$ cat config.mk
export PLATFORM = sky130hd
export DESIGN_NAME = lmlc_top
export DESIGN_NICKNAME = d
export VERILOG_FILES = /design/src/lmlc_pkg.sv /design/src/lmlc_fifo.sv /design/src/lmlc_top.sv
export SDC_FILE = /design/constraint.sdc
export NUM_CORES = 1
export LEC_CHECK = 0
export BUFFER_PORTS_ARGS = -buffer_cell sky130_fd_sc_hd__buf_2
export CORE_ASPECT_RATIO = 0.8
export CORE_MARGIN = 1.5
export CORE_UTILIZATION = 40
export DETAILED_ROUTE_END_ITERATION = 10
export GPL_ROUTABILITY_DRIVEN = 0
export GPL_TIMING_DRIVEN = 0
export PLACE_DENSITY_LB_ADDON = 0.1
export SETUP_SLACK_MARGIN = 0.02
export SLEW_MARGIN = 20
export SYNTH_ARGS = -nofsm -noshare
export SYNTH_HDL_FRONTEND = slang
export SYNTH_SLANG_ARGS = --single-unit
$ cat constraint.sdc
create_clock -name mclk_i -period 3.8 [get_ports mclk_i]
set_clock_uncertainty 0.05 [all_clocks]
set_input_delay 0 -clock mclk_i [delete_from_list [all_inputs] [get_ports mclk_i]]
set_output_delay 0 -clock mclk_i [all_outputs]
set_load 0.01 [all_outputs]
$ cat src/lmlc_pkg.sv
// Shared constants and types of the link monitor and loopback control block
package lmlc_pkg;

    // ************************************************************
    // Timing
    // ************************************************************
    localparam int unsigned LMLC_CLK_KHZ      = 250000;
    localparam int unsigned LMLC_STAB_MS      = 330;
    // Least time, so the count is exact or rounded up
    localparam int unsigned LMLC_STAB_CYCLES  = LMLC_STAB_MS * LMLC_CLK_KHZ;
    localparam int unsigned LMLC_FIFO_DEPTH   = 4;

    // ************************************************************
    // Register indices
    // ************************************************************
    localparam logic [4:0]  LMLC_IDX_BCTRL    = 5'h00;
    localparam logic [4:0]  LMLC_IDX_BSTAT    = 5'h01;
    localparam logic [4:0]  LMLC_IDX_MODE     = 5'h11;
    localparam logic [4:0]  LMLC_IDX_AUX      = 5'h12;
    localparam logic [4:0]  LMLC_IDX_EVT      = 5'h1D;

    // ************************************************************
    // Field positions
    // ************************************************************
    localparam int          LMLC_BC_SRST      = 15;
    localparam int          LMLC_BC_LOOP      = 14;
    localparam int          LMLC_BC_SPEED     = 13;
    localparam int          LMLC_BC_ANEN      = 12;
    localparam int          LMLC_BC_COLT      = 7;
    localparam int          LMLC_BS_RFAULT    = 4;
    localparam int          LMLC_BS_LINK      = 2;
    localparam int          LMLC_MD_FAR       = 9;
    localparam int          LMLC_AUX_IDLE     = 0;
    localparam int          LMLC_AUX_RESTART  = 1;
    localparam int          LMLC_EV_DOWN      = 0;
    localparam int          LMLC_EV_UP        = 1;
    localparam int          LMLC_EV_SYMERR    = 2;

    // ************************************************************
    // Values after reset
    // ************************************************************
    localparam logic        LMLC_LOOP_RST     = 1'b0;
    localparam logic        LMLC_SPEED_RST    = 1'b1;
    localparam logic        LMLC_ANEN_RST     = 1'b1;
    localparam logic        LMLC_COLT_RST     = 1'b0;
    localparam logic        LMLC_FAR_RST      = 1'b0;
    localparam logic        LMLC_IDLE_RST     = 1'b1;
    localparam logic [2:0]  LMLC_EVT_RST      = 3'h0;
    localparam logic [15:0] LMLC_ZERO16       = 16'h0000;

    // ************************************************************
    // Types
    // ************************************************************
    typedef struct packed {
        logic       err;
        logic [3:0] data;
    } lmlc_nib_type;

    typedef struct packed {
        logic       wr;
        logic       rd;
        logic [4:0] idx;
        logic [15:0] wdata;
    } lmlc_mgmt_type;

    typedef enum logic [1:0] {
        LMLC_DOWN  = 2'b00,
        LMLC_STAB  = 2'b01,
        LMLC_READY = 2'b10,
        LMLC_UP    = 2'b11
    } lmlc_state_type;

endpackage

$ cat src/lmlc_fifo.sv
// Small synchronous FIFO with valid and ready on both sides
`timescale 1ns/1ps
module lmlc_fifo #(
    parameter int WIDTH = 5,
    parameter int DEPTH = 4
) (
    input  wire logic             mclk_i,
    input  wire logic             clr_i,
    input  wire logic             in_valid_i,
    input  wire logic [WIDTH-1:0] in_data_i,
    output logic                  in_ready_o,
    output logic                  out_valid_o,
    output logic [WIDTH-1:0]      out_data_o,
    input  wire logic             out_ready_i
);
    localparam int AW = (DEPTH > 1) ? $clog2(DEPTH) : 1;

    logic [WIDTH-1:0] mem_reg [DEPTH];
    logic [AW-1:0]    wptr_reg;
    logic [AW-1:0]    rptr_reg;
    logic [AW:0]      count_reg;
    logic             push;
    logic             pop;

    assign in_ready_o  = (count_reg != (AW+1)'(DEPTH));
    assign out_valid_o = (count_reg != '0);
    assign out_data_o  = mem_reg[rptr_reg];
    assign push        = in_valid_i & in_ready_o;
    assign pop         = out_valid_o & out_ready_i;

    always_ff @(posedge mclk_i) begin
        if (push) begin
            mem_reg[wptr_reg] <= in_data_i;
        end
    end

    always_ff @(posedge mclk_i) begin
        if (clr_i) begin
            wptr_reg  <= '0;
            rptr_reg  <= '0;
            count_reg <= '0;
        end else begin
            if (push) begin
                wptr_reg <= (wptr_reg == AW'(DEPTH - 1)) ? '0 : wptr_reg + AW'(1);
            end
            if (pop) begin
                rptr_reg <= (rptr_reg == AW'(DEPTH - 1)) ? '0 : rptr_reg + AW'(1);
            end
            count_reg <= count_reg + (AW+1)'(push) - (AW+1)'(pop);
        end
    end

endmodule // lmlc_fifo

$ cat src/lmlc_top.sv
// Link integrity monitor, loopback control and management bit semantics
// What this block does
// - Merged link status also drives link indicator
// - Valid line: ready, await negotiation, then link-up
// - Negotiation off: skip ready, go link-up
// - Wait at least 330 ms before ready
// - Valid loss: enter link-down immediately, dropping link outside 10 Mbps mode
// - 10 Mbps mode takes 10 Mbps receiver link
// - Loopback bit returns transmit data to receive
// - Loopback keeps collision quiet unless test set
// - Loopback powers line transmitters down
// - Far loopback returns partner data to partner
// - Far loopback isolates MAC side signals
// - Far loopback works only in RMII mode
// - Read-only bits ignore all writes
// - Write-only bits read back zero
// - Write one clears, write zero does nothing
// - Any write clears write-any-clear bits
// - Read-to-clear bits clear after read
// - Self-clearing bits return to zero alone
// - Self-setting bits return to one alone
// - Latch-high bit holds one until read
// - Soft-reset-immune bits survive software reset
// - Loopback control is control bit 14
// - Collision test control is control bit 7
`timescale 1ns/1ps
module lmlc_top
    import lmlc_pkg::*;
#(
    parameter int unsigned STAB_CYCLES = LMLC_STAB_CYCLES,
    parameter int          FIFO_DEPTH  = LMLC_FIFO_DEPTH
) (
    input  wire logic          mclk_i,
    input  wire logic          nrst_i,
    input  wire lmlc_mgmt_type mgmt_i,
    output lmlc_nib_type       mgmt_pad_o,
    output logic [15:0]        mgmt_rdata_o,
    output logic               mgmt_rvalid_o,
    input  wire logic          rmii_mode_i,
    input  wire logic          data_valid_i,
    input  wire logic          link10_i,
    input  wire logic          remote_fault_i,
    input  wire logic          an_grant_i,
    input  wire logic          symbol_err_i,
    input  wire logic          mac_tx_en_i,
    input  wire lmlc_nib_type  mac_txd_i,
    output logic               mac_tx_ready_o,
    output logic               mac_rx_dv_o,
    output lmlc_nib_type       mac_rxd_o,
    output logic               mac_col_o,
    input  wire logic          line_rx_valid_i,
    input  wire lmlc_nib_type  line_rxd_i,
    input  wire logic          line_col_i,
    input  wire logic          line_tx_ready_i,
    output logic               line_tx_valid_o,
    output lmlc_nib_type       line_txd_o,
    output logic               line_tx_pwrdn_o,
    output logic               link_status_o,
    output logic               link_indicator_output_o,
    output logic               mac_isolated_o,
    output lmlc_state_type     link_state_o
);
    // ************************************************************
    // Pin synchronisers
    // ************************************************************
    logic [3:0] meta_reg;
    logic [3:0] sync_reg;
    always_ff @(posedge mclk_i) begin
        if (!nrst_i) begin
            meta_reg <= 4'h0;
            sync_reg <= 4'h0;
        end else begin
            meta_reg <= {rmii_mode_i, remote_fault_i, link10_i, data_valid_i};
            sync_reg <= meta_reg;
        end
    end
    wire dv_s   = sync_reg[0];
    wire l10_s  = sync_reg[1];
    wire rf_s   = sync_reg[2];
    wire rmii_s = sync_reg[3];

    // ************************************************************
    // Management decode
    // ************************************************************
    wire wr_bc  = mgmt_i.wr & (mgmt_i.idx == LMLC_IDX_BCTRL);
    wire wr_md  = mgmt_i.wr & (mgmt_i.idx == LMLC_IDX_MODE);
    wire wr_aux = mgmt_i.wr & (mgmt_i.idx == LMLC_IDX_AUX);
    wire wr_ev  = mgmt_i.wr & (mgmt_i.idx == LMLC_IDX_EVT);
    wire rd_bs  = mgmt_i.rd & (mgmt_i.idx == LMLC_IDX_BSTAT);
    wire rd_ev  = mgmt_i.rd & (mgmt_i.idx == LMLC_IDX_EVT);

    // ************************************************************
    // Control register and software reset
    // ************************************************************
    logic srst_reg;
    logic loop_reg;
    logic speed_reg;
    logic anen_reg;
    logic colt_reg;
    // Soft reset takes one cycle, then clears itself
    wire  blk_rst = ~nrst_i | srst_reg;
    always_ff @(posedge mclk_i) begin
        if (blk_rst) begin
            srst_reg  <= 1'b0;
            loop_reg  <= LMLC_LOOP_RST;
            speed_reg <= LMLC_SPEED_RST;
            anen_reg  <= LMLC_ANEN_RST;
            colt_reg  <= LMLC_COLT_RST;
        end else if (wr_bc) begin
            srst_reg  <= mgmt_i.wdata[LMLC_BC_SRST];
            loop_reg  <= mgmt_i.wdata[LMLC_BC_LOOP];
            speed_reg <= mgmt_i.wdata[LMLC_BC_SPEED];
            anen_reg  <= mgmt_i.wdata[LMLC_BC_ANEN];
            colt_reg  <= mgmt_i.wdata[LMLC_BC_COLT];
        end
    end

    logic far_end_return_enable_reg;
    always_ff @(posedge mclk_i) begin
        if (!nrst_i) begin
            far_end_return_enable_reg <= LMLC_FAR_RST;
        end else if (wr_md) begin
            far_end_return_enable_reg <= mgmt_i.wdata[LMLC_MD_FAR];
        end
    end

    // ************************************************************
    // Auxiliary bits: self-setting and write-only
    // ************************************************************
    logic idle_reg;
    always_ff @(posedge mclk_i) begin
        if (blk_rst) begin
            idle_reg <= LMLC_IDLE_RST;
        end else if (wr_aux && !mgmt_i.wdata[LMLC_AUX_IDLE]) begin
            idle_reg <= 1'b0;
        end else begin
            idle_reg <= 1'b1;
        end
    end

    wire restart_pulse = wr_aux & mgmt_i.wdata[LMLC_AUX_RESTART];

    // ************************************************************
    // Link monitor
    // ************************************************************
    lmlc_state_type state_reg;
    lmlc_state_type state_next;
    logic [31:0]    stab_cnt_reg;
    wire            stab_done = (stab_cnt_reg >= STAB_CYCLES - 32'd1);
    always_comb begin
        state_next = state_reg;
        case (state_reg)
            LMLC_DOWN: begin
                if (dv_s) begin
                    state_next = LMLC_STAB;
                end
            end
            LMLC_STAB: begin
                if (stab_done) begin
                    state_next = anen_reg ? LMLC_READY : LMLC_UP;
                end
            end
            LMLC_READY: begin
                if (an_grant_i) begin
                    state_next = LMLC_UP;
                end
            end
            LMLC_UP: begin
                state_next = LMLC_UP;
            end
            default: begin
                state_next = LMLC_DOWN;
            end
        endcase
        if (!dv_s || restart_pulse) begin
            state_next = LMLC_DOWN;
        end
    end
    always_ff @(posedge mclk_i) begin
        if (blk_rst) begin
            state_reg <= LMLC_DOWN;
        end else begin
            state_reg <= state_next;
        end
    end
    // Counter only runs inside the wait state, so any drop discards it
    always_ff @(posedge mclk_i) begin
        if (blk_rst || state_reg != LMLC_STAB) begin
            stab_cnt_reg <= '0;
        end else if (!stab_done) begin
            stab_cnt_reg <= stab_cnt_reg + 32'h1;
        end
    end

    wire link_merged = speed_reg ? (state_reg == LMLC_UP) : l10_s;

    // ************************************************************
    // Status and event bits
    // ************************************************************
    logic       rfault_reg;
    logic [2:0] evt_reg;
    logic       link_q_reg;
    always_ff @(posedge mclk_i) begin
        if (blk_rst) begin
            rfault_reg <= 1'b0;
        end else if (rd_bs) begin
            rfault_reg <= rf_s;
        end else begin
            rfault_reg <= rfault_reg | rf_s;
        end
    end
    always_ff @(posedge mclk_i) begin
        if (blk_rst) begin
            link_q_reg <= 1'b0;
        end else begin
            link_q_reg <= link_merged;
        end
    end

    wire up_evt   = link_merged & ~link_q_reg;
    wire down_evt = ~link_merged & link_q_reg;

    // A new event in the clearing cycle is kept
    always_ff @(posedge mclk_i) begin
        if (blk_rst) begin
            evt_reg <= LMLC_EVT_RST;
        end else begin
            evt_reg[LMLC_EV_DOWN] <= down_evt |
                (evt_reg[LMLC_EV_DOWN] & ~(wr_ev & mgmt_i.wdata[LMLC_EV_DOWN]));
            evt_reg[LMLC_EV_UP] <= up_evt | (evt_reg[LMLC_EV_UP] & ~wr_ev);
            evt_reg[LMLC_EV_SYMERR] <= symbol_err_i | (evt_reg[LMLC_EV_SYMERR] & ~rd_ev);
        end
    end

    // ************************************************************
    // Read port
    // ************************************************************
    logic [15:0] rd_mux;

    always_comb begin
        rd_mux = LMLC_ZERO16;
        case (mgmt_i.idx)
            LMLC_IDX_BCTRL: begin
                rd_mux[LMLC_BC_SRST]  = srst_reg;
                rd_mux[LMLC_BC_LOOP]  = loop_reg;
                rd_mux[LMLC_BC_SPEED] = speed_reg;
                rd_mux[LMLC_BC_ANEN]  = anen_reg;
                rd_mux[LMLC_BC_COLT]  = colt_reg;
            end
            LMLC_IDX_BSTAT: begin
                rd_mux[LMLC_BS_RFAULT] = rfault_reg;
                rd_mux[LMLC_BS_LINK]   = link_merged;
            end
            LMLC_IDX_MODE: begin
                rd_mux[LMLC_MD_FAR] = far_end_return_enable_reg;
            end
            LMLC_IDX_AUX: begin
                rd_mux[LMLC_AUX_IDLE] = idle_reg;
            end
            LMLC_IDX_EVT: begin
                rd_mux[2:0] = evt_reg;
            end
            default: begin
                rd_mux = LMLC_ZERO16;
            end
        endcase
    end

    always_ff @(posedge mclk_i) begin
        if (!nrst_i) begin
            mgmt_rdata_o  <= LMLC_ZERO16;
            mgmt_rvalid_o <= 1'b0;
        end else begin
            mgmt_rvalid_o <= mgmt_i.rd;
            if (mgmt_i.rd) begin
                mgmt_rdata_o <= rd_mux;
            end
        end
    end

    // ************************************************************
    // Loopback data path
    // ************************************************************
    logic         fifo_in_ready;
    logic         fifo_out_valid;
    lmlc_nib_type fifo_out_data;
    wire          near_lb = loop_reg;
    // Far loopback is ignored outside RMII, trading test reach for safety
    wire          far_lb  = far_end_return_enable_reg & rmii_s & ~loop_reg;
    wire          fifo_out_ready = near_lb ? 1'b1 : (far_lb ? 1'b0 : line_tx_ready_i);
    assign mac_tx_ready_o = fifo_in_ready & ~far_lb;

    lmlc_fifo #(
        .WIDTH ($bits(lmlc_nib_type)),
        .DEPTH (FIFO_DEPTH)
    ) u_txq (
        .mclk_i      (mclk_i),
        .clr_i       (blk_rst),
        .in_valid_i  (mac_tx_en_i & ~far_lb),
        .in_data_i   (mac_txd_i),
        .in_ready_o  (fifo_in_ready),
        .out_valid_o (fifo_out_valid),
        .out_data_o  (fifo_out_data),
        .out_ready_i (fifo_out_ready)
    );
    always_ff @(posedge mclk_i) begin
        if (blk_rst) begin
            line_tx_valid_o <= 1'b0;
            line_txd_o      <= '0;
        end else if (far_lb) begin
            line_tx_valid_o <= line_rx_valid_i;
            line_txd_o      <= line_rxd_i;
        end else if (near_lb) begin
            line_tx_valid_o <= 1'b0;
            line_txd_o      <= '0;
        end else begin
            line_tx_valid_o <= fifo_out_valid & line_tx_ready_i;
            line_txd_o      <= fifo_out_data;
        end
    end
    always_ff @(posedge mclk_i) begin
        if (blk_rst) begin
            mac_rx_dv_o <= 1'b0;
            mac_rxd_o   <= '0;
        end else if (far_lb) begin
            mac_rx_dv_o <= 1'b0;
            mac_rxd_o   <= '0;
        end else if (near_lb) begin
            mac_rx_dv_o <= fifo_out_valid;
            mac_rxd_o   <= fifo_out_data;
        end else begin
            mac_rx_dv_o <= line_rx_valid_i;
            mac_rxd_o   <= line_rxd_i;
        end
    end
    always_ff @(posedge mclk_i) begin
        if (blk_rst) begin
            mac_col_o <= 1'b0;
        end else if (far_lb) begin
            mac_col_o <= 1'b0;
        end else if (colt_reg) begin
            mac_col_o <= mac_tx_en_i;
        end else begin
            mac_col_o <= near_lb ? 1'b0 : line_col_i;
        end
    end

    // ************************************************************
    // Status outputs
    // ************************************************************
    always_ff @(posedge mclk_i) begin
        if (blk_rst) begin
            line_tx_pwrdn_o         <= 1'b0;
            link_status_o           <= 1'b0;
            link_indicator_output_o <= 1'b0;
            mac_isolated_o          <= 1'b0;
        end else begin
            line_tx_pwrdn_o         <= near_lb;
            link_status_o           <= link_merged;
            link_indicator_output_o <= link_merged;
            mac_isolated_o          <= far_lb;
        end
    end
    assign link_state_o = state_reg;
    assign mgmt_pad_o   = '0;

endmodule // lmlc_top

Yosys cells after proc, flatten, opt, wreduce, memory -nomap -nowiden

Memories as Yosys holds them, arrays and structs flattened. A register that Yosys moved wholly into a read port is not among the register bits.
Cells that the tools add are included.

Memories kept: 1
Register bits after elaboration: 87
ROM bits: 0
Memory bits (writable): 20
Output and inout port bits: 42
Latch bits: 0
Logic and storage cells: 124

Multiplexer cells: 31
Multipliers: 0
Equality and inequality tests: 14
Div/mod/pow operators: 0
Add/subtract/negate cells: 5
Bitwise gates (word level): 33
Shifts and indexed selects: 0
Order comparisons: 1
Reductions and logical operators: 11

Memories:

| memory        | words | bits a word | rd ports | clocked after memory_dff | write ports | RTL line        | source |
|---|---|---|---|---|---|---|---|
| u_txq.mem_reg | 4     | 5           | 1        | 1                        | 1           | lmlc_fifo.sv:18 | `logic [WIDTH-1:0] mem_reg [DEPTH];` |

Operator list:

| kind                                                                                   | number |
|---|---|
| 32-bit by 1-bit adder with 32-bit output (second input constant)                       | 1 |
| 32-bit by 27-bit greater-or-equal comparator with 1-bit output (second input constant) | 1 |
| 1-bit AND                                                                              | 20 |
| 1-bit two-way mux                                                                      | 17 |
| 5-bit == test (second input constant)                                                  | 3 |
| 5-bit two-way mux                                                                      | 3 |
| 2-bit two-way mux                                                                      | 7 |
| 2-bit == test (second input constant)                                                  | 4 |
| 1-bit NOT                                                                              | 8 |
| 2-bit one-hot mux with 4 select lines                                                  | 1 |
| 2-bit inequality test (second input constant)                                          | 3 |
| 5-bit by 1-bit == test with 1-bit output (second input constant)                       | 1 |
| 5-bit logical NOT                                                                      | 1 |
| 1-bit bitwise OR                                                                       | 5 |
| 2-bit by 1-bit adder with 2-bit output (second input constant)                         | 2 |
| 4-bit two-way mux                                                                      | 1 |
| 1-bit one-hot mux with 2 select lines                                                  | 2 |
| 2-bit OR reduction                                                                     | 2 |
| 3-bit by 1-bit adder with 3-bit output                                                 | 1 |
| 3-bit inequality test (second input constant)                                          | 1 |
| 3-bit AND reduction                                                                    | 1 |
| 3-bit nonzero test                                                                     | 1 |
| 3-bit by 1-bit subtractor with 3-bit output                                            | 1 |
| 2-bit by 1-bit == test with 1-bit output (second input constant)                       | 1 |
| other kinds (5)                                                                        | 7 |

Longest topological paths before layout

Gate-level depths: netlist of run 1.

Word-level depth: 7
Depth in mapped cells: 11

Cells and area by module

Synthesis of run 1 repeated with hierarchy kept, for this count alone.

Cell total of the unflattened synthesis: 475
Area, all modules: 4762.1 µm²

By module, submodules not included:

| module    | cells each | sequential area each (µm²) | area each (µm²) | times used |
|---|---|---|---|---|
| lmlc_top  | 399        | 1601.5                     | 3549.7          | 1 |
| lmlc_fifo | 76         | 780.7                      | 1212.4          | 1 |

Worst setup path before layout of run 1

OpenSTA, ideal clock, no wires.

Path kind: reg2reg
Start point: register far_end_return_enable_reg
End point: register u_txq.count_reg[2]
Setup slack: 1.627 ns
Required time: 3.633 ns
Arrival time: 2.006 ns
Stages on the path, launching flop included: 12
Setup time: 0.117 ns
Period minus slack after synthesis: 2.173 ns
Cell sequence: dfxtp_1 -> nand2_1 -> a21oi_1 -> or2_2 -> inv_1 -> ha_1 -> inv_1 -> ha_1 -> fa_1 -> xnor2_1 -> xnor2_1 -> nor2_1

Elaborated cells between the ends (all ways): 10

RTL lines:

| what                                        | RTL line        | source |
|---|---|---|
| from (decl)                                 | lmlc_top.sv:118 | `logic far_end_return_enable_reg;` |
| from (signal assigned)                      | lmlc_top.sv:123 | `far_end_return_enable_reg <= mgmt_i.wdata[LMLC_MD_FAR];` |
| 1-bit AND (2 in a row)                      | lmlc_top.sv:289 | `wire far_lb = far_end_return_enable_reg & rmii_s & ~loop_reg;` |
| 1-bit two-way mux (2 in a row)              | lmlc_top.sv:290 | `wire fifo_out_ready = near_lb ? 1'b1 : (far_lb ? 1'b0 : line_tx_ready_i);` |
| 1-bit AND                                   | lmlc_fifo.sv:29 | `assign pop = out_valid_o & out_ready_i;` |
| named net u_txq.pop                         | lmlc_fifo.sv:23 | `logic pop;` |
| 3-bit by 1-bit subtractor with 3-bit output | lmlc_fifo.sv:49 | `count_reg <= count_reg + (AW+1)'(push) - (AW+1)'(pop);` |
| to (signal assigned)                        | lmlc_fifo.sv:49 |  |
| to (decl)                                   | lmlc_fifo.sv:21 | `logic [AW:0] count_reg;` |

The timed path passes the listed nets, and every way through them passes these cells.
A chain may end at the register's enable or synchronous reset.

Final worst setup path of run 1

Same ends and word-level chain as after synthesis.

==> out/results.ini, run 1 <==
[clock_network]
clock_tree_from_tritoncts=done
cts-root-to-sink-buffers=2
clock_transition_at_the_registers_of_the_reported_paths_ns=0.07
cts_root_buffer=clkbuf_16
clock_tree.htree_level_count=3
clock_sink_count=109
cts_repair_resize_count=0
number_of_clock_buffers_inserted_by_tritoncts=9
worst_skew_pair.late_latency_ns=0.35

[detailed_routing]
route.detailed.wl_per_inst_um=15.10
totalWireLength_um=11280
viasPerCell=5.225
drcViolationCount=0
detailroute.via_count=3903
drtPass1Iterations=4
drt.antenna.violating_nets=0
detailedRoute.firstIterationViolations=231

[worst_setup_path]
cp-end-kind=flip-flop
category_of_the_critical_setup_timing_path=flip-flop to flip-flop
critical_path_buf_inv_count=2
critical-path-slowest-cell=dfxtp_1
register_to_register_path_depth=11
critPathTopFamily=adder cells
critical_path_arrival_ns=2.75
r2r-start=far_end_return_enable_reg
worst_setup_path_start_kind=flip-flop
crit_required_ns=3.99
worst-path-max-fanout=10
timing.rr.end=u_txq.count_reg[2]
crit_chain=nand2_1, a21oi_1, or2_2, inv_1, ha_1, inv_1, ha_1, fa_1, xnor2_1, xnor2_1, nor2_1
cp_slowest_stage_delay_ns=0.42
timing.reg2reg.setup_slack_ns=1.24

[sta]
finalSetupTns_ns=0
timing.final.ws_setup_ns=1.242
worstMarginPinSlew_ns=0.8054
achievable-frequency_mhz=390.9
setup-violations-final=0
min_period_over_period_pct=67.33
slew-limit-headroom_pct=45.98
finalHoldViolations=0
layout_min_cycle_time_ns=2.558
setup_repair_after_global_routing_missed_its_margin=false
maxSlewViolCount=0

[power_and_ir_drop]
seq_power_share_pct=49.8
combinationalPowerShare_pct=13.6
power_density_nw_per_um2=437.9
pwr-share-clk_pct=36.6
power.static_leakage_nw=2.278
total_power_w=0.002571
total_switching_power_w=0.0006313
internal_power_w=0.001940
irDropWorstVdd_v=0.0002898
p_sw_share_pct=24.56

[synth]
synth-edff-count=20
synth.avg_cell_area_um2=9.894
synthArstFlopShare_pct=0
yosysTopAreaCell=dfxtp_1
ys.flop_type=dfxtp_1
yosys_warnings=0
ys_top_cells_by_area=dfxtp_1 (38%), edfxtp_1 (13%), a21oi_1 (4.8%), mux2i_1 (3.2%), and2_1 (2.9%)
ys_seq_elements=109
postSynthCellCount=478
synth.cell_area_um2=4730
synth_seq_area_share_pct=50.37
area_share_of_the_largest_cell_type_after_synthesis_pct=37.67
synth.lib_cells_used.distinct=55

[worst_hold_path]
timing.hold.worst_path_depth=4
worst_hold_startpoint=mgmt_i[21]
holdPathEnd=mgmt_rdata_o[7]
hp-class=input pin to flip-flop

[cells_and_area]
num_antenna_cells=0
fraction_of_layout_cells_with_a_size_suffix_above_1_pct=19.03
num-nets-final=648
area_growth_syn_to_layout_pct=24.15
largest_register_ffs=32
postLayoutCellArea_um2=5872
layout.cells.non_filler=747

[floorplan]
die-area_um2=12490
core-area_um2=11520
number_of_placement_rows=35
initial_utilization_pct=41.06
ios=87
chipHeight_um=100.3
die_width_um=124.6

[global_route]
grt_antenna_before_repair=0
grt_start_max_net_pins=19
grt_util_all_layers_pct=18.46
globalRoute.totalOverflow=0
wire_length_of_the_first_global_routing_pass_um=18260
grt_pass1_vias=3617

[place]
numPortBuffers=66
dp_hpwl_um=8123
placed_area_um2=5283
dpl.cell_count=702
preCtsSetupSlack_ns=1.255

[run_status]
status=finished, final reports clean

[run]
drv.max_cap_violation_count=0

==> cells by family after synthesis <==
| logic type | share of synthesized area, % |
|---|---|
| multiplexers | 5.556 |
| AND/OR/NAND/NOR | 23.23 |
| AO/OA/AOI/OAI | 12.33 |
| other | 0.07929 |
| flip-flops | 50.37 |
| XOR/XNOR | 0.3704 |
| adder cells (fa/ha/maj) | 2.540 |
| buffers and inverters | 5.529 |
==> per-stage QoR <==
| stage | hold WS (ns) | utilization, % |
|---|---|---|
| after floorplan | 0.04887 | - |
| after global placement | 0.1593 | 45.87 |
| after detailed placement | 0.1618 | 45.87 |
| after CTS | 0.01905 | 50.93 |
| after global routing | 0.06780 | 50.98 |
| final | 0.03134 | 50.98 |
==> repair_timing <==
| action | 4_1_cts | 5_1_grt |
|---|---|---|
| setup buffers | 0 | 0 |
| hold endpoints to repair | 48 | 0 |
| hold buffers | 29 | 0 |
==> layout make-up <==
class                   instances  area, um^2
multi-input cells             329        2130
inverters                      16       60.06
plain buffers                  34       201.4
clock buffers                  12       236.5
fillers                      1046        5645
flip-flops and latches        109        2382
repair buffers                 95       620.6
well taps                     148       185.2
clock inverters                 4       56.30
==> how the worst max path moves through the flow <==
| stage | from | end | slack, ns | cells after the start |
|---|---|---|---|---|
| after floorplan | far_end_return_enable_reg | u_txq.count_reg[2] | 1.63 | 11 |
| after global placement | far_end_return_enable_reg | u_txq.count_reg[2] | 1.30 | 11 |
| after detailed placement | far_end_return_enable_reg | u_txq.count_reg[2] | 1.25 | 11 |
| after CTS | far_end_return_enable_reg | u_txq.count_reg[2] | 1.24 | 11 |
| after global routing | far_end_return_enable_reg | u_txq.count_reg[2] | 1.08 | 11 |
| final | far_end_return_enable_reg | u_txq.count_reg[2] | 1.24 | 11 |
==> power by group through the flow <==
stage	clock network (W)	logic, W	registers [W]
final	0.000941	0.000350	0.00128
after global routing	0.00100	0.000396	0.00129
after CTS	0.000966	0.000352	0.00128
after detailed placement	0	0.000326	0.00131
after global placement	0	0.000317	0.00130
after floorplan	0	0.000218	0.00131
==> synthesized netlist by cell type, types with 3 or more instances <==
cell type / number
dfxtp_1: 89
a21oi_1: 45
nand2_1: 36
nor2_1: 30
and2_1: 22
edfxtp_1: 20
nor2b_1: 18
o31ai_1: 18
or4_1: 18
inv_1: 16
mux2i_1: 15
buf_4: 14
nand3_1: 14
clkbuf_1: 13
nand4_1: 12
and3_1: 8
ha_1: 8
nand2b_1: 7
nor4_1: 6
mux4_2: 5
nor3_1: 5
or3_1: 5
o21ai_0: 4
a211oi_1: 3
a31oi_1: 3
buf_2: 3
nor4b_1: 3
==> worst min-delay path: stages <==
cell and delay (ns):
buf_2 0.16, nor2b_1 0.07, a21oi_1 0.10, nor2b_1 0.05
==> metal layers <==
layer / up-vias / track usage [%] / wire length (um)
met5: - / 0 / 0
met4: 0 / 6.101 / 141
met3: 14 / 3.731 / 414
met2: 73 / 28.32 / 5030
met1: 1863 / 26.19 / 5691
li1: 1953 / - / -
==> placed cells by master (no fill, tap or decap), drive strengths merged, types with 15 or more instances in the layout <==
master,count
nor2b,18
a21oi,45
and2,23
edfxtp,20
mux2i,15
nor2,30
o31ai,18
nand2,36
dlygate4sd3,29
clkbuf,26
or4,18
dfxtp,89
buf,86
inv,18
Note: power is estimated with default switching activity, not from simulation.
==> run 2: changes to the inputs <==
Clock period 3.8 ns to 2.6 ns, I/O delays scaled along.
==> out/results.ini, run 2 (synthesized netlist as in run 1, its figures left out) <==
[global_route]
grt_antenna_before_repair=0
grt_start_max_net_pins=19
grt_pass1_vias=3617
globalRoute.totalOverflow=0
grt_util_all_layers_pct=18.46
wire_length_of_the_first_global_routing_pass_um=18260

[power_and_ir_drop]
power.static_leakage_nw=2.279
irDropWorstVdd_v=0.0004236
power_density_nw_per_um2=640.3

[floorplan]
number_of_placement_rows=35
initial_utilization_pct=41.06
die-area_um2=12490
die_width_um=124.6
core-area_um2=11520
chipHeight_um=100.3
ios=87

[place]
numPortBuffers=66
placed_area_um2=5283
dp_hpwl_um=8123

[worst_setup_path]
critical_path_arrival_ns=2.63
cp-end-kind=flip-flop
worst_setup_path_start_kind=flip-flop
worst-path-max-fanout=10
register_to_register_path_depth=11
category_of_the_critical_setup_timing_path=flip-flop to flip-flop
crit_required_ns=2.79

[cells_and_area]
num-nets-final=648
largest_register_ffs=32
postLayoutCellArea_um2=5881
final_core_util_pct=51.06
num_antenna_cells=0
fraction_of_layout_cells_with_a_size_suffix_above_1_pct=19.37
area_growth_syn_to_layout_pct=24.34
most-common-layout-cells=dfxtp_1 (89), buf_2 (69), a21oi_1 (45)
final_common_cell=dfxtp_1

[detailed_routing]
detailedRoute.firstIterationViolations=220
viasPerCell=5.225
totalWireLength_um=11300
drtPass1Iterations=4
drcViolationCount=0
detailroute.via_count=3903
drt.antenna.violating_nets=0
route.detailed.wl_per_inst_um=15.12

[clock_network]
clock_tree_from_tritoncts=done
clock_tree.htree_level_count=3
cts-root-to-sink-buffers=2
clock_transition_at_the_registers_of_the_reported_paths_ns=0.07
cts_root_buffer=clkbuf_16
clock_sink_count=109
number_of_clock_buffers_inserted_by_tritoncts=9
worst_skew_pair.late_latency_ns=0.35

[run_status]
status=finished, final reports clean

[run]
drv.max_cap_violation_count=0

[sta]
finalHoldViolations=0
achievable-frequency_mhz=410.1
min_period_over_period_pct=93.78
finalSetupTns_ns=0
setup-violations-final=0
layout_min_cycle_time_ns=2.438
setup_repair_after_global_routing_missed_its_margin=true
slew-limit-headroom_pct=45.98
maxSlewViolCount=0
worstMarginPinSlew_ns=0.8054

[worst_hold_path]
hp-class=input pin to flip-flop
timing.hold.worst_path_depth=4

run 2: path summary, 6_finish.rpt:
path / startpoint / end / slack, ns
setup / recovery: far_end_return_enable_reg / u_txq.count_reg[2] / 0.16
hold / removal: mgmt_i[1] / link_state_o[1] / 0.04
setup reg to reg: far_end_return_enable_reg / u_txq.count_reg[2] / 0.16
hold reg to reg: meta_reg[1] / sync_reg[1] / 0.39
run 2: power by group:
part / switching (W) / total (W) / internal [W]
Combinational: 0.000258 / 0.000513 / 0.000255
Clock: 0.000624 / 0.00138 / 0.000758
Sequential: 0.0000482 / 0.00187 / 0.00182
Total: 0.000930 / 0.00377 / 0.00284
run 2: layout make-up:
| type | count | area [um^2] |
|---|---|---|
| plain buffers | 34 | 201.4 |
| clock buffers | 12 | 236.5 |
| clock inverters | 4 | 56.30 |
| fillers | 1044 | 5637 |
| inverters | 16 | 60.06 |
| multi-input cells | 329 | 2138 |
| flip-flops and latches | 109 | 2382 |
| well taps | 148 | 185.2 |
| repair buffers | 95 | 620.6 |
run 2: critical path, stage by stage (launching register included):
cell	delay, ns
dfxtp_1	0.43
nand2_2	0.20
a21oi_1	0.17
or2_2	0.16
inv_1	0.05
ha_1	0.27
inv_1	0.04
ha_1	0.19
fa_1	0.40
xnor2_1	0.18
xnor2_1	0.14
nor2_1	0.05
run 2: per-layer routing:
metal / wire (um) / vias to the layer above / global-route usage (%)
met5: 0 / - / 0
met4: 141 / 0 / 6.101
met3: 454 / 14 / 3.731
met2: 5060 / 74 / 28.32
met1: 5641 / 1860 / 26.19
li1: - / 1955 / -
run 2: stage by stage:
step	power [W]	hold slack (ns)	setup WS (ns)	cells
finish	0.003766	0.03630	0.1616	747
global route	0.003927	0.06780	0.008306	747
CTS	0.003797	0.01905	0.03652	747
detailed placement	0.002386	0.1618	0.05493	702
global placement	0.002369	0.1593	0.1011	702
floorplan	0.002230	0.04887	0.4268	488
run 2: repair_timing:
action,CTS,global route
setup endpoints to repair,0,3
hold buffers,29,0
gates resized for setup,0,2
setup buffers,0,0
hold endpoints to repair,48,0
==> run 3: changes to the inputs <==
Settings changed: SYNTH_HIERARCHICAL set to 1.
==> out/results.ini, run 3 <==
[floorplan]
die-area_um2=12570
chipHeight_um=100.6
die_width_um=125.0
core-area_um2=11560
number_of_placement_rows=35
ios=87
initial_utilization_pct=41.19

[worst_setup_path]
crit_chain=or3b_1, buf_6, and2_4, inv_2, ha_1, inv_1, ha_1, inv_1, fa_2, xor2_1, and2_1, nor3_1
critPathTopFamily=simple AND/OR/NAND/NOR gates
category_of_the_critical_setup_timing_path=flip-flop to flip-flop
cp_slowest_stage_delay_ns=0.39
worst_setup_path_start_kind=flip-flop
cp-end-kind=flip-flop
crit_required_ns=2.82
critical-path-slowest-cell=or3b_1
critical_path_buf_inv_count=4
critical_path_arrival_ns=2.69
worst-path-max-fanout=8

[synth]
synthArstFlopShare_pct=0
yosysTopAreaCell=dfxtp_1
synth.lib_cells_used.distinct=63
synth.cell_area_um2=4762
synth_most_common_cell=dfxtp_1
synth_seq_area_share_pct=50.03
postSynthCellCount=475
synth-edff-count=20
yosys_warnings=6
ys_top_cells_by_area=dfxtp_1 (37%), edfxtp_1 (13%), mux2i_1 (3.6%), a21oi_1 (3.5%), o31ai_1 (2.7%)
area_share_of_the_largest_cell_type_after_synthesis_pct=37.41
synth.avg_cell_area_um2=10.03
ys_seq_elements=109
ys.flop_type=dfxtp_1
synth.cells.most_frequent=dfxtp_1 (89), a21oi_1 (33), nand2_1 (32), nor2_1 (31), nand3_1 (24)

[worst_hold_path]
hp-class=input pin to flip-flop

[power_and_ir_drop]
power_density_nw_per_um2=637.6
seq_power_share_pct=49.7
p_sw_share_pct=26.83
irDropWorstVdd_v=0.0004178
power.static_leakage_nw=2.344
combinationalPowerShare_pct=14.4
total_switching_power_w=0.001026
pwr-share-clk_pct=35.9
internal_power_w=0.002797

[sta]
min_period_over_period_pct=95.34
maxSlewViolCount=0
worstMarginPinSlew_ns=0.7036
achievable-frequency_mhz=403.4
setup-violations-final=0
timing.final.ws_setup_ns=0.1211
finalHoldViolations=0
slew-limit-headroom_pct=52.92
setup_repair_after_global_routing_missed_its_margin=true
layout_min_cycle_time_ns=2.479

[place]
placed_area_um2=5318
preCtsSetupSlack_ns=-0.4119
numPortBuffers=66
dpl.cell_count=699
dp_hpwl_um=8136

[detailed_routing]
wl_met1_um=5572
route.met2.wl_um=5292
top_layer_used=met4
detailedRoute.firstIterationViolations=267
detailroute.wirelength.met3_um=571
detailroute.via_count=3976
viasPerCell=5.316
drt.antenna.violating_nets=0
drtPass1Iterations=5
drcViolationCount=0
totalWireLength_um=11600
route.detailed.wl_per_inst_um=15.51

[clock_network]
clock_tree.htree_level_count=3
cts-root-to-sink-buffers=2
clock_transition_at_the_registers_of_the_reported_paths_ns=0.08
worst_skew_pair.late_latency_ns=0.36
clock_sink_count=109
number_of_clock_buffers_inserted_by_tritoncts=9
clock_tree_from_tritoncts=done
cts_root_buffer=clkbuf_16

[cells_and_area]
multi_input_area_um2=2171
postLayoutCellArea_um2=5995
num_antenna_cells=0
layout.cells.non_filler=748
fillerInstances=1069
most-common-layout-cells=dfxtp_1 (84), buf_2 (71), a21oi_1 (33)
final-seq-area_um2=2396
fraction_of_layout_cells_with_a_size_suffix_above_1_pct=22.67
area_growth_syn_to_layout_pct=25.88
final_common_cell=dfxtp_1
num-nets-final=649
largest_register_ffs=32

[global_route]
wire_length_of_the_first_global_routing_pass_um=19030
globalRoute.totalOverflow=0
grt_start_max_net_pins=22
grt_pass1_vias=3753
grt_util_all_layers_pct=19.16
grt_antenna_before_repair=0

[run]
drv.max_cap_violation_count=0

[run_status]
status=finished, final reports clean

## run 3: changes by cell type after synthesis, sizes merged, moves of 4 or more
| cell | delta |
|---|---|
| a21oi | -12 |
| a22oi | +6 |
| inv | -6 |
| nand2 | -4 |
| nand3 | +10 |
| nor2b | -8 |
| o21a | +5 |
## run 3: kinds of logic after synthesis
logic type / synth area share (%)
buffers and inverters: 5.491
muxes: 5.938
other: 0.07875
DFF: 50.03
AOI/OAI and AO/OA: 12.22
adders and majority gates: 2.522
xor gates and xnor gates: 0.1840
and+or+nand+nor: 23.54
## run 3: per-stage QoR
stage / util, % / power [W] / hold slack (ns) / TNS, ns
after global placement: 46.00 / 0.002430 / 0.1548 / -0.4356
after CTS: 51.57 / 0.003854 / 0.003934 / 0
final: 51.85 / 0.003822 / 0.02023 / 0
after global routing: 51.85 / 0.004011 / 0.02193 / 0
after detailed placement: 46.00 / 0.002440 / 0.1605 / -0.5642
after floorplan: - / 0.002276 / 0.03938 / 0
## run 3: area by class of cell
class	instances	share of cell area, %
Sequential cell	109	39.97
Tap cell	148	3.089
Inverter	12	0.8140
Clock inverter	7	1.211
Clock buffer	9	3.757
Multi-Input combinational cell	328	36.21
Timing Repair Buffer	101	11.23
Buffer	34	3.715
## run 3: worst reg2reg max path: stages (launching register included)
cell	delay, ns
dfxtp_4	0.37
or3b_1	0.39
buf_6	0.14
and2_4	0.16
inv_2	0.06
ha_1	0.22
inv_1	0.06
ha_1	0.13
inv_1	0.05
fa_2	0.33
xor2_1	0.16
and2_1	0.16
nor3_1	0.12
## run 3: power groups by stage
stage	combinational (W)	sequential, W	clock [W]
floorplan	0.000343	0.00193	0
global placement	0.000501	0.00193	0
detailed placement	0.000507	0.00193	0
CTS	0.000547	0.00190	0.00141
global route	0.000620	0.00191	0.00148
finish	0.000550	0.00190	0.00137
## run 3: path summary, 6_finish.rpt
path	slack, ns	cells after the start	endpoint	startpoint
max	0.12	12	u_txq/count_reg[2]	u_txq/count_reg[1]
min	0.02	3	mgmt_rdata_o[0]	mgmt_i[17]
max reg2reg	0.12	12	u_txq/count_reg[2]	u_txq/count_reg[1]
min reg2reg	0.38	1	sync_reg[1]	meta_reg[1]
## run 3: repair_timing
| action | in CTS | in global routing |
|---|---|---|
| endpoints found under the hold margin | 50 | 0 |
| setup endpoints to repair | 2 | 2 |
| buffers inserted | 1 | 2 |
| resized for setup | 10 | 7 |
| hold buffers | 32 | 0 |
| pin swaps | 0 | 0 |
## run 3: metal layers
metal	up-vias	track usage (%)
met5	-	0
met4	0	5.857
met3	14	4.140
met2	113	30.14
met1	1887	26.62
li1	1962	-
